<file path="src/shared/rdma_pkg.sv">
// Shared constants and carrier types for the receive DMA read channel.
// Assumes a 32-bit APB register port and a byte-wide processor data bus.
package rdma_pkg;

    // ==========================================================
    // Register map
    localparam logic [11:0] RDMA_CFG_OFFSET = 12'h000;
    localparam logic [11:0] RDMA_STATUS_OFFSET = 12'h004;
    localparam logic [7:0] RDMA_CFG_RESET = 8'h00;

    // ==========================================================
    // Configuration field positions
    localparam int RDMA_CFG_RST_BIT = 7;
    localparam int RDMA_CFG_ENB_BIT = 6;
    localparam int RDMA_CFG_RDTYPE_BIT = 5;
    localparam int RDMA_CFG_CHAN_MSB = 2;
    localparam int RDMA_CFG_CHAN_LSB = 0;
    localparam logic [7:0] RDMA_CFG_WR_MASK = 8'hE7;

    // ==========================================================
    // Status field positions
    localparam int RDMA_STAT_MSGS_LSB = 0;
    localparam int RDMA_STAT_REQ_BIT = 8;
    localparam int RDMA_STAT_VALID_BIT = 9;
    localparam int RDMA_STAT_UNASSIGNED_BIT = 10;

    // ==========================================================
    // Sizes
    localparam int RDMA_NUM_CHANNELS = 4;
    localparam int RDMA_FIFO_DEPTH = 16;
    localparam int RDMA_DATA_W = 8;
    localparam int RDMA_MSGS_W = 5;

    // Synchronised pin positions
    localparam int RDMA_PIN_RD = 0;
    localparam int RDMA_PIN_WR = 1;
    localparam int RDMA_PIN_ACK = 2;

    // ==========================================================
    // One word of a received message, last marks its end
    typedef struct packed {
        logic last;
        logic [RDMA_DATA_W-1:0] data;
    } rdma_word_t;

    localparam int RDMA_WORD_W = $bits(rdma_word_t);

    // State of the channel core
    typedef struct packed {
        logic [7:0] cfg;
        logic rst_prev;
        logic [2:0] sync1;
        logic [2:0] sync2;
        logic [2:0] sync3;
        logic req;
        logic [RDMA_MSGS_W-1:0] msgs;
        logic [RDMA_DATA_W-1:0] data;
        logic oe;
        logic [31:0] prdata;
    } rdma_state_t;

endpackage

</file>
<file path="src/logic/rdma_fifo.sv">
// Word FIFO with valid/ready on both sides and a synchronous flush.
// Assumes one clock; flush wins over a push or pop in the same cycle.
`timescale 1ns/100ps
module rdma_fifo #(
    parameter int WIDTH = 9,
    parameter int DEPTH = 16
) (
    // Clock and reset
    input wire logic core_clk,
    input wire logic reset,
    input wire logic flush,
    // Filling side
    input wire logic in_valid,
    output logic in_ready,
    input wire logic [WIDTH-1:0] in_data,
    // Draining side
    output logic out_valid,
    input wire logic out_ready,
    output logic [WIDTH-1:0] out_data
);
    localparam int AW = $clog2(DEPTH);

    // ==========================================================
    // Pointers carry one extra bit to tell full from empty
    typedef struct packed {
        logic [AW:0] wr;
        logic [AW:0] rd;
    } rdma_fifo_state_t;

    rdma_fifo_state_t st_q;
    rdma_fifo_state_t st_d;
    logic [WIDTH-1:0] mem [DEPTH];
    logic push;
    logic pop;

    // Full when pointers differ only in the wrap bit
    assign in_ready = !((st_q.wr[AW] != st_q.rd[AW]) && (st_q.wr[AW-1:0] == st_q.rd[AW-1:0]));
    assign out_valid = (st_q.wr != st_q.rd);
    assign out_data = mem[st_q.rd[AW-1:0]];
    assign push = in_valid && in_ready;
    assign pop = out_valid && out_ready;

    // Next pointers
    always_comb begin
        st_d = st_q;
        if (flush) begin
            st_d = '0;
        end else begin
            if (push) begin
                st_d.wr = st_q.wr + 1'b1;
            end
            if (pop) begin
                st_d.rd = st_q.rd + 1'b1;
            end
        end
    end

    // Pointer registers
    always_ff @(posedge core_clk) begin
        if (reset) begin
            st_q <= '0;
        end else begin
            st_q <= st_d;
        end
    end

    // Storage has no reset; only written words are ever read
    always_ff @(posedge core_clk) begin
        if (push) begin
            mem[st_q.wr[AW-1:0]] <= in_data;
        end
    end
endmodule

</file>
<file path="src/logic/rdma_core.sv">
// Receive DMA read channel: moves whole messages from the selected line
// channel's receive buffer to an external DMA controller over the
// processor data bus, configured over APB.
// Assumes the bus pins are asynchronous and the channel streams are on core_clk.
//
// How it works
// - A 0-to-1 change of the soft reset bit flushes the channel.
// - Requests and intake happen only while the enable bit is set.
// - A request is raised only when a complete message is buffered.
// - Each read cycle begins with the request output driven low.
// - With read-type 0, each read strobe falling edge presents a new word.
// - With read-type 1, each write strobe falling edge presents a new word.
// - Read-type bit picks read strobe (0) or write strobe with direction (1).
// - Channel field bits 2:0 pick line channel; codes 1xx are reserved.
//
// Design decisions made here: the address map and the APB interface to the registers.
`timescale 1ns/100ps
module rdma_core
    import rdma_pkg::*;
#(
    parameter int FIFO_DEPTH = RDMA_FIFO_DEPTH,
    parameter int NUM_CHANNELS = RDMA_NUM_CHANNELS
) (
    // Clock and reset
    input wire logic core_clk,
    input wire logic reset,
    // APB slave
    input wire logic [11:0] paddr,
    input wire logic psel,
    input wire logic penable,
    input wire logic pwrite,
    input wire logic [31:0] pwdata,
    output logic [31:0] prdata,
    output logic pready,
    output logic pslverr,
    // Receive buffer streams from the line channels
    input wire rdma_word_t [NUM_CHANNELS-1:0] ch_word,
    input wire logic [NUM_CHANNELS-1:0] ch_valid,
    output logic [NUM_CHANNELS-1:0] ch_ready,
    // DMA handshake pins
    output logic rx_transfer_request_n,
    input wire logic rx_transfer_acknowledge_n,
    // Processor bus strobes
    input wire logic rd_n,
    input wire logic wr_n,
    // Processor data bus, driven side only
    output logic [RDMA_DATA_W-1:0] dma_data_out,
    output logic dma_data_oe
);

    // ==========================================================
    // Declarations
    rdma_state_t st_q;
    rdma_state_t st_d;

    logic soft_rst;
    logic enabled;
    logic rd_type;
    logic [2:0] chan_code;
    logic chan_valid;
    logic [1:0] chan_idx;

    logic sel_valid;
    rdma_word_t sel_word;
    logic fifo_in_ready;
    logic fifo_out_valid;
    logic [RDMA_WORD_W-1:0] fifo_out_raw;
    rdma_word_t fifo_out;
    logic push;
    logic pop;
    logic push_last;
    logic pop_last;

    logic ack_low;
    logic strobe_low;
    logic strobe_fall;

    logic apb_setup;
    logic apb_access;
    logic hit_cfg;
    logic hit_status;
    logic [31:0] status_word;

    // ==========================================================
    // Configuration fields
    assign soft_rst = st_q.cfg[RDMA_CFG_RST_BIT] && !st_q.rst_prev;
    assign enabled = st_q.cfg[RDMA_CFG_ENB_BIT];
    assign rd_type = st_q.cfg[RDMA_CFG_RDTYPE_BIT];
    assign chan_code = st_q.cfg[RDMA_CFG_CHAN_MSB:RDMA_CFG_CHAN_LSB];

    // Codes 1xx give no channel; 010 is channel 2
    assign chan_valid = !chan_code[2];
    assign chan_idx = chan_code[1:0];

    // ==========================================================
    // Channel selection into the FIFO
    always_comb begin
        sel_valid = 1'b0;
        sel_word = '0;
        ch_ready = '0;
        if (enabled && chan_valid && !soft_rst) begin
            sel_valid = ch_valid[chan_idx];
            sel_word = ch_word[chan_idx];
            ch_ready[chan_idx] = fifo_in_ready;
        end
    end

    assign push = sel_valid && fifo_in_ready;
    assign push_last = push && sel_word.last;
    assign fifo_out = rdma_word_t'(fifo_out_raw);

    // Buffer between line channel and the bus; a stalled DMA fills it
    // and then holds off the channel through ch_ready
    rdma_fifo #(
        .WIDTH(RDMA_WORD_W),
        .DEPTH(FIFO_DEPTH)
    ) u_fifo (
        .core_clk(core_clk),
        .reset(reset),
        .flush(soft_rst),
        .in_valid(sel_valid),
        .in_ready(fifo_in_ready),
        .in_data(sel_word),
        .out_valid(fifo_out_valid),
        .out_ready(pop),
        .out_data(fifo_out_raw)
    );

    // ==========================================================
    // Pin view after two synchronising stages; sync3 is only the edge history
    assign ack_low = !st_q.sync2[RDMA_PIN_ACK];
    // Read-type picks which pin strobes the data
    assign strobe_low = rd_type ? !st_q.sync2[RDMA_PIN_WR] : !st_q.sync2[RDMA_PIN_RD];
    assign strobe_fall = rd_type ? (st_q.sync3[RDMA_PIN_WR] && !st_q.sync2[RDMA_PIN_WR])
                                 : (st_q.sync3[RDMA_PIN_RD] && !st_q.sync2[RDMA_PIN_RD]);

    // A word leaves only on a strobe edge inside an acknowledged request
    assign pop = st_q.req && ack_low && strobe_fall && fifo_out_valid && enabled && !soft_rst;
    assign pop_last = pop && fifo_out.last;

    // ==========================================================
    // APB decode
    assign apb_setup = psel && !penable;
    assign apb_access = psel && penable;
    always_comb begin
        hit_cfg = 1'b0;
        hit_status = 1'b0;
        if (paddr == RDMA_CFG_OFFSET) begin
            hit_cfg = 1'b1;
        end else if (paddr == RDMA_STATUS_OFFSET) begin
            hit_status = 1'b1;
        end
    end

    // Status shows the channel's own state
    always_comb begin
        status_word = '0;
        status_word[RDMA_STAT_MSGS_LSB +: RDMA_MSGS_W] = st_q.msgs;
        status_word[RDMA_STAT_REQ_BIT] = st_q.req;
        status_word[RDMA_STAT_VALID_BIT] = fifo_out_valid;
        status_word[RDMA_STAT_UNASSIGNED_BIT] = !chan_valid;
    end

    // Zero wait states; data is latched in the setup cycle
    assign pready = 1'b1;
    assign pslverr = apb_access && !hit_cfg && !hit_status;
    assign prdata = st_q.prdata;

    // ==========================================================
    // Next state
    always_comb begin
        st_d = st_q;
        st_d.rst_prev = st_q.cfg[RDMA_CFG_RST_BIT];
        // Two stages before anything reads a pin
        st_d.sync1 = {rx_transfer_acknowledge_n, wr_n, rd_n};
        st_d.sync2 = st_q.sync1;
        st_d.sync3 = st_q.sync2;

        // Register write; reserved bits stay zero
        if (apb_access && pwrite && hit_cfg) begin
            st_d.cfg = pwdata[7:0] & RDMA_CFG_WR_MASK;
        end

        // Read data captured while the address is stable
        if (apb_setup && !pwrite) begin
            if (hit_cfg) begin
                st_d.prdata = {24'h000000, st_q.cfg};
            end else if (hit_status) begin
                st_d.prdata = status_word;
            end else begin
                st_d.prdata = 32'h00000000;
            end
        end

        // Complete messages held in the FIFO
        case ({push_last, pop_last})
            2'b10: st_d.msgs = st_q.msgs + 1'b1;
            2'b01: st_d.msgs = st_q.msgs - 1'b1;
            default: st_d.msgs = st_q.msgs;
        endcase

        // Request rises for a whole message and falls after its last word
        if (!enabled) begin
            st_d.req = 1'b0;
        end else if (!st_q.req && st_q.msgs != '0) begin
            st_d.req = 1'b1;
        end else if (pop_last) begin
            st_d.req = 1'b0;
        end

        // New word on each strobe edge
        if (pop) begin
            st_d.data = fifo_out.data;
        end
        st_d.oe = st_q.req && ack_low && strobe_low && enabled;

        // Soft reset clears the transfer but keeps the configuration
        if (soft_rst) begin
            st_d.msgs = '0;
            st_d.req = 1'b0;
            st_d.oe = 1'b0;
        end
    end

    // State register
    always_ff @(posedge core_clk) begin
        if (reset) begin
            st_q <= '0;
            st_q.cfg <= RDMA_CFG_RESET;
            st_q.sync1 <= 3'h7;
            st_q.sync2 <= 3'h7;
            st_q.sync3 <= 3'h7;
        end else begin
            st_q <= st_d;
        end
    end

    // ==========================================================
    // Pin outputs, all from flip-flops
    assign rx_transfer_request_n = !st_q.req;
    assign dma_data_out = st_q.data;
    assign dma_data_oe = st_q.oe;
endmodule

</file>
<file path="config.mk">
export PLATFORM = sky130hd
export DESIGN_NAME = rdma_core
export DESIGN_NICKNAME = d
export VERILOG_FILES = /design/src/shared/rdma_pkg.sv /design/src/logic/rdma_fifo.sv /design/src/logic/rdma_core.sv
export SDC_FILE = /design/constraint.sdc
export NUM_CORES = 1
export LEC_CHECK = 0
export CAP_MARGIN = 20
export CORE_UTILIZATION = 65
export DETAILED_ROUTE_END_ITERATION = 8
export DONT_BUFFER_PORTS = 1
export PLACE_DENSITY = 0.81
export SYNTH_ARGS = -nofsm -noshare
export SYNTH_HDL_FRONTEND = slang
export SYNTH_SLANG_ARGS = --single-unit
</file>
<file path="constraint.sdc">
create_clock -name core_clk -period 8.5 [get_ports core_clk]
set_input_delay 2.55 -clock core_clk [delete_from_list [all_inputs] [get_ports core_clk]]
set_output_delay 2.55 -clock core_clk [all_outputs]
set_load 0.03 [all_outputs]
</file>
==> flow_summary.yaml, run 1 <==
run_status:
  status: "complete, no violations"
placed_design:
  gp_congestion: 0.790
  dp_slack_ps: 2620
  hpwl_um: 10900
  io_buffer_count: 0
detailed_routing:
  drtIter0Drc: 438
  wl_per_cell_um: 21.8
  drt_wl_total_um: 16200
  dr.pass1.iters: 5
  drc_errors: 0
  vias: 4686
  antenna_left: 0
  viasPerCell: 6.32
run:
  drv_cap: 0
worst_hold_path:
  hold_class: "register to register"
setup_path:
  cp_slowest_cell: "and3_1"
  worstPathArrival_ps: 3340
  critPathMaxStageDelay_ps: 340
  start_kind: "primary input"
  endpoint_kind: "primary output"
  path_max_fanout: 4
  cp_cell_sequence: "nor4_1 > nand3_1 > and3_1"
  cp.required_ps: 5950
  critPathKind: "primary input to primary output"
sta:
  setup_tns_ps: 0
  rsz0062_at_grt: "false"
  setup_viol: 0
  hold_viol: 0
  setup_slack_ps: 2610
  relSlewSlack_pct: 23.9
  fin_skew_ps: 7.60
  worstMarginPinSlew_ps: 1140
  max_freq_ghz: 0.170
  fin_crit_sh_pct: 69.3
  slew_viol_final: 0
  layout_min_cycle_time_ps: 5890
die:
  die_area_um2: 13600
  num_rows: 41
  die_h_um: 116
  start_util_pct: 66.9
  die_width_um: 116
  io_pins: 140
  core_area_um2: 12700
clock_tree:
  clk_pin_slew_ps: 60
  ctsHoldBuffers: 0
  cts_tree: "done"
  cts_sinks: 199
  cts-root-buf: "clkbuf_16"
  post_cts_resized: 0
  post-cts-setup-buffers: 0
  clock_latency_ps: 440
  clk_path_buf_depth: 2
  cts_inserted_buffers: 17
  cts_htree_levels: 4
synthesis:
  yosysWarnings: 0
  ys_ff_latch: 199
  postSynthCellCount: 581
  synth_flop_cell: "edfxtp_1"
  synthesis.area_um2: 8520
  synth-seq-area-share_pct: 63.7
  syn_avg_cell_area_um2: 14.7
  ys_types: 45
  synth_edf_count: 144
  ys_async_sr_fraction_pct: 0
grt:
  grt_pass1_vias: 4654
  grt_max_degree: 45
  antenna_found_initial: 0
  globalRouteOverflowTotal: 0
  grt_pass1_wl_um: 24500
  grtUsageTotal_pct: 25.7
finish:
  final_layout_size_suffix_gt1_share_pct: 18.8
  multi_input_area_um2: 2680
  syn2layout_area_growth_pct: 5.38
  n_antenna_cell: 0
  n_fill_cell: 821
  ff_latch_area_um2: 5430
  final_net_count: 659
pwr:
  ir_drop_mv: 0.192
  p_leak_nw: 2.93
  intPower_mw: 1.45
  p_sw_mw: 0.343
  p_seq_share_pct: 57.5
  swShare_pct: 19.2
  p_comb_share_pct: 1.3
  pwr-share-clk_pct: 41.3
  powerDensity_nw_per_um2: 199
[layout by cell type (no fill, tap or decap), types with 9 or more instances in the layout]
master     netlist  final
clkbuf_16        0     17
dfxtp_1         55     53
inv_1           14     14
nor2b_1         16     16
nor3_1          18     18
conb_1           2     22
nand2_1         15     15
nor2_1          46     46
mux2_2          17     17
a21oi_1         14     14
o22ai_1         15     15
edfxtp_1       144    144
o21ai_0          9      9
and3_1          14     14
a22oi_1         10     10
mux2i_1         16     16
ha_1             9      9
mux4_2          38     38
[state kept, by name (all words and copies together) (netlist names), named ones only]
register / count
dma_data_out: 8
dma_data_oe: 1
enabled: 1
u_fifo.mem: 144
st_q: 9
st_d: 7
u_fifo.st_q: 10
rd_type: 1
prdata: 11
chan_code: 3
[power by group through the flow]
stage                     logic, mW  registers (mW)  clock network, mW
after floorplan              0.0314            1.05                  0
after global placement       0.0222            1.05                  0
after detailed placement     0.0225            1.05                  0
after CTS                    0.0226            1.03              0.746
after global routing         0.0247            1.03              0.781
final                        0.0228            1.03              0.738
[per-stage QoR]
step	instance area, µm²	hold WS, ps	power, mW	cells	utilization, %
2_1_floorplan	8590	389	1.08	601	-
3_3_place_gp	8410	393	1.07	707	66.1
3_5_place_dp	8410	395	1.07	707	66.1
4_1_cts	8950	410	1.80	739	70.4
5_1_grt	8970	431	1.83	742	70.5
6_report	8970	411	1.79	742	70.5
[final timing paths]
kind | depth (start not counted) | to | startpoint | slack, ps
min reg2reg | 1 | st_d[47]$_SDFF_PP1_ | st_d[50]$_SDFF_PP1_ | 410
min | 1 | st_d[47]$_SDFF_PP1_ | st_d[50]$_SDFF_PP1_ | 410
max reg2reg | 12 | st_q[45]$_SDFFE_PP0P_ | u_fifo.st_q[7]$_SDFFE_PP0P_ | 4500
max | 3 | pslverr | paddr[4] | 2610
[layer usage]
layer | track usage [%] | vias to the layer above | part of all wire [%]
li1 | - | 2080 | -
met1 | 33.1 | 2340 | 41
met2 | 41.9 | 240 | 50
met3 | 7.01 | 26 | 6.7
met4 | 10.1 | 0 | 1.6
met5 | 0 | - | 0
[critical path, delay by kind of cell]
family | cells | cell delay (ps)
AND/OR/NAND/NOR | 3 | 790
[cell type report]
type                            count  share of cell area, %
Clock inverter                     11                  0.920
Clock buffer                       21                   5.13
Sequential cell                   199                   60.5
Timing Repair Buffer                8                  0.669
Tap cell                          172                   2.40
Multi-Input combinational cell    317                   29.8
Inverter                           14                  0.586
[synthesized netlist by cell type (all sizes together), types with 4 or more instances]
master	instances	area, µm²
nor2	46	173
dfxtp	55	1100
o22ai	15	93.8
ha	9	113
nor2b	16	100
o21ai	9	45.0
or2	8	50.1
inv	14	52.6
buf	53	370
a21oi	14	70.1
nand3	4	20.0
mux2	17	191
mux4	38	856
nand2	15	56.3
edfxtp	144	4320
nor3	19	100
mux2i	16	160
nor4	4	40.0
xor2	7	61.3
and3	14	87.6
a22oi	10	75.1
or4	4	30.0
a211oi	5	42.5
clkbuf	18	67.6
xnor2	4	35.0
[cell families after synthesis]
kind of cell,share of synthesized area [%]
and+or+nand+nor,8.35
xor gates and xnor gates,1.13
DFF,63.7
other,0.0882
buffers and inverters,5.76
AOI/OAI and AO/OA,5.23
muxes,14.2
adders and majority gates,1.56
No activity file was read; power rests on OpenSTA's default activity.
==> inputs of run 2 (changes only) <==
CORE_UTILIZATION = 63   (was 65)
PLACE_DENSITY = 0.79   (was 0.81)
clock period = 5.85 ns   (was 8.5 ns; I/O delays follow)
==> run 2 against run 1 <==
Effect of this change:
- die area increased by 3.1%
- power is 47% higher
- first-iteration DRC count rose by 8.2%
- setup slack worse by 1000 ps
- largest power group unchanged
- highest routed layer unchanged
==> flow_summary.yaml, run 2 (synthesis results as in run 1) <==
grt:
  grtUsageTotal_pct: 24.6
  grt_pass1_wl_um: 25400
  antenna_found_initial: 0
  grt_max_degree: 45
  globalRouteOverflowTotal: 0
  grt_pass1_vias: 4618
detailed_routing:
  wl_per_cell_um: 22.0
  drtIter0Drc: 474
  dr.pass1.iters: 5
  drt_wl_total_um: 16500
  antenna_left: 0
  vias: 4654
  drc_errors: 0
  viasPerCell: 6.21
finish:
  ff_latch_area_um2: 5430
  n_fill_cell: 876
  final_net_count: 662
  final_layout_size_suffix_gt1_share_pct: 19.0
  multi_input_area_um2: 2680
  layout_commonest_cell: "edfxtp_1"
  largest_reg_flops: 144
  syn2layout_area_growth_pct: 5.97
  final_util_pct: 68.4
  n_antenna_cell: 0
  final_cell_mix: "edfxtp_1, dfxtp_1, nor2_1"
clock_tree:
  cts_tree: "done"
  clock_latency_ps: 430
  cts_inserted_buffers: 17
  ctsHoldBuffers: 0
  cts_sinks: 199
  cts-root-buf: "clkbuf_16"
  cts_htree_levels: 4
  clk_path_buf_depth: 2
  post_cts_resized: 0
  post-cts-setup-buffers: 0
  clk_pin_slew_ps: 60
sta:
  fin_skew_ps: 6.31
  fin_crit_sh_pct: 73.3
  layout_min_cycle_time_ps: 4290
  rsz0062_at_grt: "false"
  hold_viol: 0
  worstMarginPinSlew_ps: 1080
  slew_viol_final: 0
  setup_viol: 0
  setup_tns_ps: 0
  relSlewSlack_pct: 28.1
  max_freq_ghz: 0.233
run_status:
  status: "complete, no violations"
pwr:
  intPower_mw: 2.12
  p_seq_share_pct: 56.9
  pwr-share-clk_pct: 41.9
  p_sw_mw: 0.509
  p_leak_nw: 2.96
  p_comb_share_pct: 1.3
  swShare_pct: 19.4
  powerDensity_nw_per_um2: 291
  ir_drop_mv: 0.226
die:
  core_area_um2: 13200
  io_pins: 140
  die_width_um: 118
  num_rows: 42
  die_area_um2: 14000
  die_h_um: 118
  start_util_pct: 64.6
placed_design:
  io_buffer_count: 0
  hpwl_um: 11000
  gp_congestion: 0.853
setup_path:
  start_kind: "primary input"
  critPathMaxStageDelay_ps: 340
  cp_slowest_cell: "and3_1"
  endpoint_kind: "primary output"
  worstPathArrival_ps: 2530
  critPathKind: "primary input to primary output"
  cp_cell_sequence: "nor4_1 > nand3_1 > and3_1"
  reg2reg_from: "u_fifo.st_q[7]$_SDFFE_PP0P_"
  cp.required_ps: 4090
  crit_start: "paddr[3]"
  reg2reg_slack_ps: 1810
  crit_family: "simple AND/OR/NAND/NOR gates"
  r2r_end: "st_q[45]$_SDFFE_PP0P_"
  critPathBufInv: 0
  critPathCapture: "pslverr"
  path_max_fanout: 4
  worst_r2r_path_depth: 12
  cp.depth: 3
run:
  drv_cap: 0
worst_hold_path:
  hold_class: "register to register"
==> run 2: cell count changes in the layout (fill, tap and decap cells not counted) <==
| cell | previous run | this run |
|---|---|---|
| buf_4 | 8 | 11 |
| bufinv_16 | 1 | 0 |
| clkbuf_1 | 2 | 3 |
| clkbuf_16 | 17 | 19 |
| clkbuf_2 | 0 | 1 |
| clkinv_1 | 0 | 1 |
| clkinv_2 | 6 | 3 |
| clkinv_4 | 0 | 1 |
| clkinvlp_2 | 3 | 0 |
| inv_4 | 0 | 1 |
| nor3_1 | 18 | 17 |
| nor3_2 | 1 | 2 |
==> run 2: final cells by class <==
class,count,share of cell area [%]
Sequential cell,199,60.1
Clock buffer,25,5.75
Timing Repair Buffer,11,0.915
Multi-Input combinational cell,317,29.7
Clock inverter,7,0.458
Tap cell,176,2.44
Inverter,14,0.582
==> run 2: power groups by stage <==
stage          Clock, mW  Sequential (mW)  Combinational, mW
2_1_floorplan          0             1.52             0.0456
3_3_place_gp           0             1.52             0.0324
3_5_place_dp           0             1.52             0.0327
4_1_cts             1.11             1.49             0.0326
5_1_grt             1.15             1.49             0.0345
6_report            1.10             1.49             0.0330
==> run 2: worst min-delay path by stage <==
stage,start,end,slack [ps],cells after the start
final,st_d[52]$_SDFF_PP1_,st_d[49]$_SDFF_PP1_,410,1
after global placement,st_d[51]$_SDFF_PP1_,st_d[48]$_SDFF_PP1_,390,1
after detailed placement,st_d[52]$_SDFF_PP1_,st_d[49]$_SDFF_PP1_,400,1
after floorplan,st_d[50]$_SDFF_PP1_,st_d[47]$_SDFF_PP1_,390,1
after global routing,st_d[52]$_SDFF_PP1_,st_d[49]$_SDFF_PP1_,420,1
after CTS,st_d[52]$_SDFF_PP1_,st_d[49]$_SDFF_PP1_,410,1
==> run 2: routing by layer <==
layer | vias to the layer above | wire length [µm] | track usage [%] | share of wire (%)
met5 | - | 0 | 0 | 0
met2 | 172 | 8350 | 40.2 | 51
li1 | 2090 | - | - | -
met3 | 17 | 939 | 5.69 | 5.7
met4 | 0 | 211 | 8.65 | 1.3
met1 | 2375 | 6960 | 32.7 | 42
==> run 2: metrics by stage <==
| step | hold slack (ps) | instance area (µm²) | instances | power, mW | setup slack (ps) |
|---|---|---|---|---|---|
| floorplan | 389 | 8590 | 601 | 1.57 | 1590 |
| global placement | 394 | 8420 | 711 | 1.56 | 1460 |
| detailed placement | 398 | 8420 | 711 | 1.56 | 1350 |
| CTS | 414 | 8980 | 743 | 2.63 | 1560 |
| global route | 422 | 9020 | 749 | 2.68 | 1480 |
| finish | 407 | 9020 | 749 | 2.63 | 1560 |
